===== src/swc_pkg.sv =====
/*
  Constants for the sleep and wake controller: register map, field
  positions, reset values, wake source count and timing counts.
  Assumes a 250 MHz main clock and a 32-bit APB register bus.
*/
// What this block does
// - Entering sleep clears the watchdog count; the watchdog keeps running.
// - Entering sleep clears the power-down flag.
// - Entering sleep sets the timeout flag.
// - Entering sleep switches the main oscillator driver off.
// - While asleep, port outputs are held at their pre-sleep state.
// - Wake on master clear, enabled watchdog timeout, or enabled interrupt.
// - Wake sources: pin, port B change and ten listed peripherals.
// - Other peripherals raise no interrupt while asleep.
// - Master clear fully resets; other wakes continue program execution.
// - Power-up sets the power-down flag.
// - A watchdog timeout wake clears the timeout flag.
// - The sleep instruction prefetches the instruction at PC plus 2.
// - Wake needs the source enable; global enable does not matter.
// - Global enable clear: continue after sleep, no vectoring.
// - Global enable set: run next instruction, then branch to vector.
// - Enabled interrupt already pending: sleep acts as no-operation.
// - Interrupt during or after sleep: sleep completes, then wakes at once.
// - Crystal mode waits 1024 oscillator periods on wake; RC/EC skip it.
// - Watchdog timeout resets when running, wakes when asleep.
// - With config enable clear, soft enable (reset 0) runs the watchdog.
package swc_pkg;

  localparam int unsigned ADDR_W = 12;
  localparam int unsigned NSRC   = 12;

  // Register byte offsets.
  localparam logic [11:0] OFS_CTRL   = 12'h000;
  localparam logic [11:0] OFS_CFG    = 12'h004;
  localparam logic [11:0] OFS_IRQEN  = 12'h008;
  localparam logic [11:0] OFS_STATUS = 12'h00c;

  // Field positions.
  localparam int unsigned CTRL_SWDT  = 0;
  localparam int unsigned CTRL_GIE   = 1;
  localparam int unsigned CFG_CONFIG_WATCHDOG_ENABLE  = 0;
  localparam int unsigned CFG_PS_LO  = 1;
  localparam int unsigned CFG_XTAL   = 4;
  localparam int unsigned ST_PD      = 0;
  localparam int unsigned ST_TO      = 1;
  localparam int unsigned ST_ASLEEP  = 2;
  localparam int unsigned ST_WK_WDT  = 3;
  localparam int unsigned ST_WK_IRQ  = 4;

  // Reset values.
  localparam logic       RST_SWDT  = 1'h0;
  localparam logic       RST_GIE   = 1'h0;
  localparam logic       RST_CONFIG_WATCHDOG_ENABLE = 1'h1;
  localparam logic [2:0] RST_PS    = 3'h7;
  localparam logic       RST_XTAL  = 1'h1;

  // Oscillator start-up delay.
  localparam int unsigned OSC_PERIOD_PS  = 4000;
  localparam int unsigned CLK_PERIOD_PS  = 4000;
  localparam int unsigned OST_PERIODS    = 1024;
  localparam int unsigned OST_CYCLES     =
    (OST_PERIODS * OSC_PERIOD_PS + CLK_PERIOD_PS - 1) / CLK_PERIOD_PS;
  localparam logic [10:0] OST_LAST       = 11'(OST_CYCLES - 1);

  // Watchdog base count before the postscaler advances.
  localparam logic [7:0] WDT_BASE_LAST = 8'hff;
  localparam logic [7:0] WDT_POST_MAX  = 8'h80;

  typedef enum logic [1:0] {
    ST_RUN,
    ST_SLEEP,
    ST_OST,
    ST_POST
  } swc_state_e;

endpackage


===== src/swc_top.sv =====
/*
  Sleep and wake controller: sleep entry, watchdog, wake detection,
  oscillator start-up delay and resume control, with an APB register file.
  Assumes the sequencer pulses sleep_exec, watchdog_clear_instr_exec and instr_done
  for one clock each, and that all inputs are synchronous to clk.
*/
`timescale 1ns/1ps
module swc_top (
  input  wire logic                   clk,            // Main clock, 250 MHz
  input  wire logic                   rstn,           // Power-on reset, active low
  input  wire logic                   psel,           // APB select
  input  wire logic                   penable,        // APB enable
  input  wire logic                   pwrite,         // APB write
  input  wire logic [11:0]            paddr,          // APB byte address
  input  wire logic [31:0]            pwdata,         // APB write data
  output logic      [31:0]            prdata,         // APB read data
  output logic                        pready,         // APB ready
  output logic                        pslverr,        // APB error
  input  wire logic                   sleep_exec,     // Sleep instruction pulse
  input  wire logic                   watchdog_clear_instr_exec,    // Watchdog clear pulse
  input  wire logic                   instr_done,     // Instruction retired pulse
  input  wire logic                   master_clear_n, // Master clear pin, low active
  input  wire logic                   wdt_tick,       // Watchdog oscillator tick
  input  wire logic [11:0]            irq_flag,       // Wake source flags
  output logic                        osc_drive_en,   // Main oscillator driver on
  output logic                        core_run,       // Sequencer may run
  output logic                        port_hold,      // Freeze port outputs
  output logic                        prefetch_pc2,   // Fetch PC plus 2 pulse
  output logic                        resume_pulse,   // Execution resumes pulse
  output logic                        vector_req,     // Branch to vector pulse
  output logic                        device_reset,   // Full device reset pulse
  output logic                        powerdown_flag, // Power-down status flag
  output logic                        timeout_flag    // Timeout status flag
);

  // ----------------------------------------------------------------
  // Register file state
  // ----------------------------------------------------------------
  logic                 soft_wdt_en_r;
  logic                 gie_r;
  logic                 cfg_wdt_en_r;
  logic [2:0]           ps_r;
  logic                 xtal_r;
  logic [11:0]          irq_en_r;
  logic [31:0]          prdata_r;
  logic                 pready_r;
  logic                 pslverr_r;

  // ----------------------------------------------------------------
  // Control state
  // ----------------------------------------------------------------
  swc_pkg::swc_state_e  state_r;
  swc_pkg::swc_state_e  state_nxt;
  logic                 pd_r;
  logic                 to_r;
  logic [7:0]           wdt_base_r;
  logic [6:0]           wdt_post_r;
  logic [10:0]          ost_cnt_r;
  logic                 vec_arm_r;
  logic                 wk_wdt_r;
  logic                 wk_irq_r;
  logic                 osc_r;
  logic                 run_r;
  logic                 hold_r;
  logic                 pref_r;
  logic                 resume_r;
  logic                 vec_r;
  logic                 rst_r;

  // ----------------------------------------------------------------
  // Wake sources
  // ----------------------------------------------------------------
  // Index 0 is the external pin, 1 port B change, 2..11 the peripherals
  // that still work without the main clock. No other interrupt flag can wake.
  logic [11:0]          wake_src;

  genvar g;
  generate
    for (g = 0; g < 12; g++) begin : g_src
      assign wake_src[g] = irq_flag[g] & irq_en_r[g];
    end
  endgenerate

  // Pure gating, no clock involved, so a wake is seen while stopped.
  wire pending  = |wake_src;
  wire master_clear_pin     = ~master_clear_n;
  wire in_run   = (state_r == swc_pkg::ST_RUN);
  wire in_sleep = (state_r == swc_pkg::ST_SLEEP);

  // ----------------------------------------------------------------
  // Watchdog
  // ----------------------------------------------------------------
  wire       wdt_on   = cfg_wdt_en_r | soft_wdt_en_r;
  wire [7:0] post_rat = swc_pkg::WDT_POST_MAX >> ps_r;
  wire [6:0] post_lim = 7'(post_rat - 8'h01);
  wire       base_end = (wdt_base_r == swc_pkg::WDT_BASE_LAST);
  wire       wdt_fire = wdt_on & wdt_tick & base_end
                        & (wdt_post_r == post_lim);

  // A pending enabled interrupt turns sleep into a no-operation.
  wire sleep_go = in_run & sleep_exec & ~pending
                  & ~master_clear_pin & ~wdt_fire;
  wire wdt_clr  = sleep_go | (in_run & watchdog_clear_instr_exec);
  wire wake_wdt = in_sleep & wdt_fire;
  wire wake_irq = in_sleep & pending & ~wdt_fire;
  wire wake_any = wake_wdt | wake_irq;

  wire [7:0] base_nxt =
    wdt_clr ? 8'h00 :
    (wdt_on & wdt_tick) ? 8'(wdt_base_r + 8'h01) : wdt_base_r;
  wire [6:0] post_nxt =
    (wdt_clr | wdt_fire) ? 7'h00 :
    (wdt_on & wdt_tick & base_end) ? 7'(wdt_post_r + 7'h01) : wdt_post_r;

  // ----------------------------------------------------------------
  // Sequencing
  // ----------------------------------------------------------------
  wire ost_end = (ost_cnt_r == swc_pkg::OST_LAST);

  always_comb begin
    state_nxt = state_r;
    case (state_r)
      swc_pkg::ST_RUN: begin
        if (sleep_go) begin
          state_nxt = swc_pkg::ST_SLEEP;
        end
      end
      swc_pkg::ST_SLEEP: begin
        if (wake_any) begin
          // Only a crystal needs time to settle.
          state_nxt = xtal_r ? swc_pkg::ST_OST : swc_pkg::ST_POST;
        end
      end
      swc_pkg::ST_OST: begin
        if (ost_end) begin
          state_nxt = swc_pkg::ST_POST;
        end
      end
      swc_pkg::ST_POST: begin
        if (instr_done) begin
          state_nxt = swc_pkg::ST_RUN;
        end
      end
      default: begin
        state_nxt = swc_pkg::ST_RUN;
      end
    endcase
    if (master_clear_pin) begin
      state_nxt = swc_pkg::ST_RUN;
    end
  end

  wire nxt_sleep = (state_nxt == swc_pkg::ST_SLEEP);
  wire nxt_ost   = (state_nxt == swc_pkg::ST_OST);

  // In crystal mode the wake path raises the driver before the sequencer sees run; otherwise both rise together.
  wire osc_nxt   = ~nxt_sleep;
  wire hold_nxt  = nxt_sleep | nxt_ost;
  wire run_nxt   = ~hold_nxt;

  // Clear wins over set: a watchdog fire in the same cycle blocks the sleep entry and clears the flag.
  wire to_nxt    = sleep_go ? 1'b1 :
                   wdt_fire ? 1'b0 : to_r;
  wire pd_nxt    = sleep_go ? 1'b0 : pd_r;
  wire [10:0] ost_nxt = (state_r == swc_pkg::ST_OST) ? 11'(ost_cnt_r + 11'h001) : 11'h000;

  wire post_end  = (state_r == swc_pkg::ST_POST) & instr_done & ~master_clear_pin;
  wire arm_nxt   = master_clear_pin ? 1'b0 :
                   wake_irq ? gie_r :
                   post_end ? 1'b0 : vec_arm_r;
  wire vec_nxt   = post_end & vec_arm_r;
  wire res_nxt   = ~master_clear_pin & (state_r != swc_pkg::ST_POST)
                   & (state_nxt == swc_pkg::ST_POST);
  wire rst_nxt   = master_clear_pin | (~in_sleep & wdt_fire);
  wire pref_nxt  = in_run & sleep_exec & ~master_clear_pin;

  always_ff @(posedge clk or negedge rstn) begin
    if (!rstn) begin
      state_r    <= swc_pkg::ST_RUN;
      pd_r       <= 1'b1;
      to_r       <= 1'b1;
      wdt_base_r <= 8'h00;
      wdt_post_r <= 7'h00;
      ost_cnt_r  <= 11'h000;
      vec_arm_r  <= 1'b0;
    end else begin
      state_r    <= state_nxt;
      pd_r       <= pd_nxt;
      to_r       <= to_nxt;
      wdt_base_r <= base_nxt;
      wdt_post_r <= post_nxt;
      ost_cnt_r  <= ost_nxt;
      vec_arm_r  <= arm_nxt;
    end
  end

  always_ff @(posedge clk or negedge rstn) begin
    if (!rstn) begin
      osc_r    <= 1'b1;
      run_r    <= 1'b1;
      hold_r   <= 1'b0;
      pref_r   <= 1'b0;
      resume_r <= 1'b0;
      vec_r    <= 1'b0;
      rst_r    <= 1'b0;
      wk_wdt_r <= 1'b0;
      wk_irq_r <= 1'b0;
    end else begin
      osc_r    <= osc_nxt;
      run_r    <= run_nxt;
      hold_r   <= hold_nxt;
      pref_r   <= pref_nxt;
      resume_r <= res_nxt;
      vec_r    <= vec_nxt;
      rst_r    <= rst_nxt;
      wk_wdt_r <= sleep_go ? 1'b0 : (wk_wdt_r | wake_wdt);
      wk_irq_r <= sleep_go ? 1'b0 : (wk_irq_r | wake_irq);
    end
  end

  // ----------------------------------------------------------------
  // APB slave
  // ----------------------------------------------------------------
  // Zero wait states: ready rises in the access phase.
  wire setup    = psel & ~penable;
  wire wr_en    = psel & penable & pready_r & pwrite;
  wire hit_ctrl = (paddr == swc_pkg::OFS_CTRL);
  wire hit_cfg  = (paddr == swc_pkg::OFS_CFG);
  wire hit_en   = (paddr == swc_pkg::OFS_IRQEN);
  wire hit_st   = (paddr == swc_pkg::OFS_STATUS);
  wire mapped   = hit_ctrl | hit_cfg | hit_en | hit_st;
  // Status is read only; a write to it is refused with an error.
  wire bad      = ~mapped | (hit_st & pwrite);

  wire [31:0] rd_ctrl = {30'h0, gie_r, soft_wdt_en_r};
  wire [31:0] rd_cfg  = {27'h0, xtal_r, ps_r, cfg_wdt_en_r};
  wire [31:0] rd_en   = {20'h0, irq_en_r};
  wire [31:0] rd_st   = {27'h0, wk_irq_r, wk_wdt_r, in_sleep, to_r, pd_r};
  wire [31:0] rd_word = hit_ctrl ? rd_ctrl :
                        hit_cfg  ? rd_cfg  :
                        hit_en   ? rd_en   :
                        hit_st   ? rd_st   : 32'h0;

  always_ff @(posedge clk or negedge rstn) begin
    if (!rstn) begin
      pready_r  <= 1'b0;
      pslverr_r <= 1'b0;
      prdata_r  <= 32'h0;
    end else begin
      pready_r  <= setup;
      pslverr_r <= setup & bad;
      prdata_r  <= (setup & ~pwrite) ? rd_word : 32'h0;
    end
  end

  always_ff @(posedge clk or negedge rstn) begin
    if (!rstn) begin
      soft_wdt_en_r <= swc_pkg::RST_SWDT;
      gie_r         <= swc_pkg::RST_GIE;
      cfg_wdt_en_r  <= swc_pkg::RST_CONFIG_WATCHDOG_ENABLE;
      ps_r          <= swc_pkg::RST_PS;
      xtal_r        <= swc_pkg::RST_XTAL;
      irq_en_r      <= 12'h000;
    end else if (wr_en) begin
      if (hit_ctrl) begin
        soft_wdt_en_r <= pwdata[swc_pkg::CTRL_SWDT];
        gie_r         <= pwdata[swc_pkg::CTRL_GIE];
      end
      if (hit_cfg) begin
        cfg_wdt_en_r <= pwdata[swc_pkg::CFG_CONFIG_WATCHDOG_ENABLE];
        ps_r         <= pwdata[swc_pkg::CFG_PS_LO +: 3];
        xtal_r       <= pwdata[swc_pkg::CFG_XTAL];
      end
      if (hit_en) begin
        irq_en_r <= pwdata[11:0];
      end
    end
  end

  // ----------------------------------------------------------------
  // Outputs
  // ----------------------------------------------------------------
  assign prdata         = prdata_r;
  assign pready         = pready_r;
  assign pslverr        = pslverr_r;
  assign osc_drive_en   = osc_r;
  assign core_run       = run_r;
  assign port_hold      = hold_r;
  assign prefetch_pc2   = pref_r;
  assign resume_pulse   = resume_r;
  assign vector_req     = vec_r;
  assign device_reset   = rst_r;
  assign powerdown_flag = pd_r;
  assign timeout_flag   = to_r;

endmodule


===== config.mk =====
export PLATFORM = sky130hd
export DESIGN_NAME = swc_top
export DESIGN_NICKNAME = d
export VERILOG_FILES = /design/src/swc_pkg.sv /design/src/swc_top.sv
export SDC_FILE = /design/constraint.sdc
export NUM_CORES = 1
export LEC_CHECK = 0
export ABC_AREA = 1
export BUFFER_PORTS_ARGS = -buffer_cell sky130_fd_sc_hd__buf_2
export CAP_MARGIN = 10
export CORE_MARGIN = 2
export CORE_UTILIZATION = 50
export CTS_BUF_LIST = sky130_fd_sc_hd__clkbuf_8
export DETAILED_ROUTE_END_ITERATION = 7
export PLACE_DENSITY = 0.8
export SLEW_MARGIN = 10
export SYNTH_ARGS = -nofsm -noshare
export SYNTH_HDL_FRONTEND = slang
export SYNTH_SLANG_ARGS = --single-unit

===== constraint.sdc =====
create_clock -name clk -period 3.2 [get_ports clk]
set_input_delay 0.32 -clock clk [delete_from_list [all_inputs] [get_ports clk]]
set_output_delay 0.32 -clock clk [all_outputs]
set_load 0.005 [all_outputs]

==> impl_metrics.tcl <==
set metrics [dict create \
    area_delta_synth_final_pct 15.86 \
    grt_max_degree 42 \
    ctsLongestPathBuffers 2 \
    cts_setup_buffers 0 \
    layout.nets 598 \
    grt_pass1_wl_microns 12850 \
    hpwl_microns 5666 \
    grt_usage 0.1955 \
    yosys_warnings 0 \
    cp.required_ns 3.46 \
    worstSetupPathType "reg2reg" \
    rows 31 \
    tns_ns 0 \
    cts_tree "done" \
    die_h_microns 90.83 \
    port-buffer-count 68 \
    reg2regPathDepth 9 \
    synth_edf_count 0 \
    synth_seq_cells 73 \
    die_x_microns 90.83 \
    p_per_area_nw_per_um2 450.6 \
    status "finished, final reports clean" \
    hold_path_class "in2async" \
    cts_max_level 3 \
    insertion_delay_ns 0.36 \
    syn_avg_cell_area_sq_um 8.340 \
    grt_antenna_before_repair 0 \
    cts.sinks 73 \
    synthArstFlopShare 1.000 \
    hold_buffers 0 \
    syn-cell-area_sq_um 3770 \
    drc 0 \
    tightest_slew_ns 0.7375 \
    vias 3100 \
    first_pass_iters 4 \
    maxSlewHeadroom 0.5083 \
    critPathMaxFanout 8 \
    routed_wl_microns 7460 \
    gr-total-overflow 0 \
    fp.dieArea_sq_um 8250 \
    critPathArrivalTime_ns 2.39 \
    worstSetupStartpointType "register" \
    seq_area_frac_synth 0.4876 \
    antenna_cells 0 \
    rsz0062_at_grt "false" \
    max_freq_mhz 469.5 \
    n_fill_cell 615 \
    hold_viol 0 \
    fin_crit_sh 0.6656 \
    drt-initial-drc-count 144 \
    irDropWorstVdd_uv 270.9 \
    cts_resized 0 \
    ioPinCount 109 \
    setup_viol 0 \
    synth_cells 452 \
    maxCapViolCount 0 \
    skew_ns 0.01140 \
    ys.flop_type "dfrtp_1" \
    maxSlewViolCount 0 \
    ys_types 37 \
    finalPower_w 0.001968 \
    avgViaCountPerCell 4.913 \
    fin_crit_ns 2.130 \
    core_area_sq_um 7292 \
    grt_pass1_vias 2917 \
    power_leakage_nw 2.165 \
    drive_gt1_frac 0.2331 \
    cts_made_buffers 9 \
    initial_core_util 0.5170 \
    place_congestion 0.9001 \
    root_buffer "clkbuf_8" \
    ant_nets 0 \
    wire_per_inst_microns 11.82 \
    crit_path_end_kind "register" \
    clk_pin_slew_ns 0.08 \
]
[layer usage]
layer	routed length (microns)	vias up	global-route usage
met5	0	-	0
li1	-	1549	-
met3	429	11	0.06344
met4	119	0	0.07576
met1	3354	1434	0.2512
met2	3556	106	0.3085
[cell usage after synthesis (5+ instances only)]
library cell | number | area (sq um)
a21oi_1 | 12 | 60.06
buf_4 | 20 | 150.1
dfrtp_1 | 64 | 1602
dfstp_2 | 9 | 236.5
ha_1 | 5 | 62.56
inv_1 | 49 | 183.9
mux2_2 | 6 | 67.56
nand2_1 | 105 | 394.1
nand3_1 | 25 | 125.1
nand4_1 | 5 | 31.28
nor2_1 | 65 | 244.0
nor2_2 | 8 | 50.05
nor3_1 | 6 | 30.03
o21ai_0 | 21 | 105.1
xor2_1 | 7 | 61.31
[logic make-up after synthesis]
group / count (synthesis) / synth area share
AO/OA/AOI/OAI: 47 / 0.06903
XOR/XNOR: 11 / 0.02556
adder cells (fa/ha/maj): 5 / 0.01659
buffers and inverters: 74 / 0.09658
flip-flops: 73 / 0.4876
multiplexers: 6 / 0.01792
other: 1 / 0.0009947
AND/OR/NAND/NOR: 235 / 0.2858
[critical path: stages (launching register included)]
cell and delay (ns):
dfstp_2 0.55, nor2_1 0.09, nor2_4 0.15, nand3_2 0.21
nor2_4 0.19, nand4_1 0.13, a21oi_1 0.28, inv_1 0.08
ha_1 0.31, inv_1 0.05
[power by group]
group | switching (W) | internal, W | total (W) | leakage, nW
logic | 0.000132 | 0.0000714 | 0.000204 | 1.09
registers | 0.0000139 | 0.000960 | 0.000974 | 0.968
clock network | 0.000353 | 0.000438 | 0.000791 | 0.109
[area by class of cell]
type | instances | area, sq um | share of cell area
Sequential cell | 73 | 1838 | 0.4208
Multi-Input combinational cell | 324 | 1639 | 0.3753
Timing Repair Buffer | 69 | 360.3 | 0.08250
Inverter | 50 | 187.7 | 0.04297
Clock buffer | 9 | 123.9 | 0.02836
Tap cell | 99 | 123.9 | 0.02836
Clock inverter | 7 | 95.09 | 0.02177
[stage by stage]
stage	hold slack, ns	worst slack (ns)	util	cells	instance area (sq um)
2_1_floorplan	0.02441	1.320	-	471	3841
3_3_place_gp	0.4145	1.094	0.5690	615	4149
3_5_place_dp	0.4312	1.069	0.5690	615	4149
4_1_cts	0.03940	1.052	0.5990	631	4368
5_1_grt	0.06360	0.8485	0.5990	631	4368
6_report	0.01882	1.070	0.5990	631	4368
[worst paths after layout]
path / endpoint / startpoint / slack [ns]
min: port_hold$_DFF_PN0_ / rstn / 0.02
min in group clk: pready$_DFF_PN0_ / penable / 0.14
min reg2reg: ost_cnt_r[0]$_DFF_PN0_ / ost_cnt_r[0]$_DFF_PN0_ / 0.46
max in group asynchronous: ps_r[2]$_DFFE_PN1P_ / rstn / 2.45
max: port_hold$_DFF_PN0_ / cfg_wdt_en_r$_DFFE_PN1P_ / 1.07
max reg2reg: port_hold$_DFF_PN0_ / cfg_wdt_en_r$_DFFE_PN1P_ / 1.07
[cells in the final DEF (no fill, tap or decap), drive strengths merged]
cell and instances:
and3 1, bufinv 2, nand4 6, nor4 3
o21ai 24, a31oi 4, clkbuf 9, a21oi 14
nand2 107, dfrtp 64, xnor2 4, mux2 6
a21boi 1, ha 5, clkinvlp 1, or2 2
nor3 8, clkinv 4, conb 20, xor2 7
o21a 2, nor2 75, o21bai 2, nand3 29
buf 69, nand3b 4, dfstp 9, inv 50
[state kept, by name, summed over array words and instances, names as in the netlist, 2 cells and up]
name	cells
prdata	12
irq_en_r	12
wdt_post_r	7
ps_r	3
state_r	2
wdt_base_r	8
ost_cnt_r	11
No activity file was read; power rests on OpenSTA's default activity.
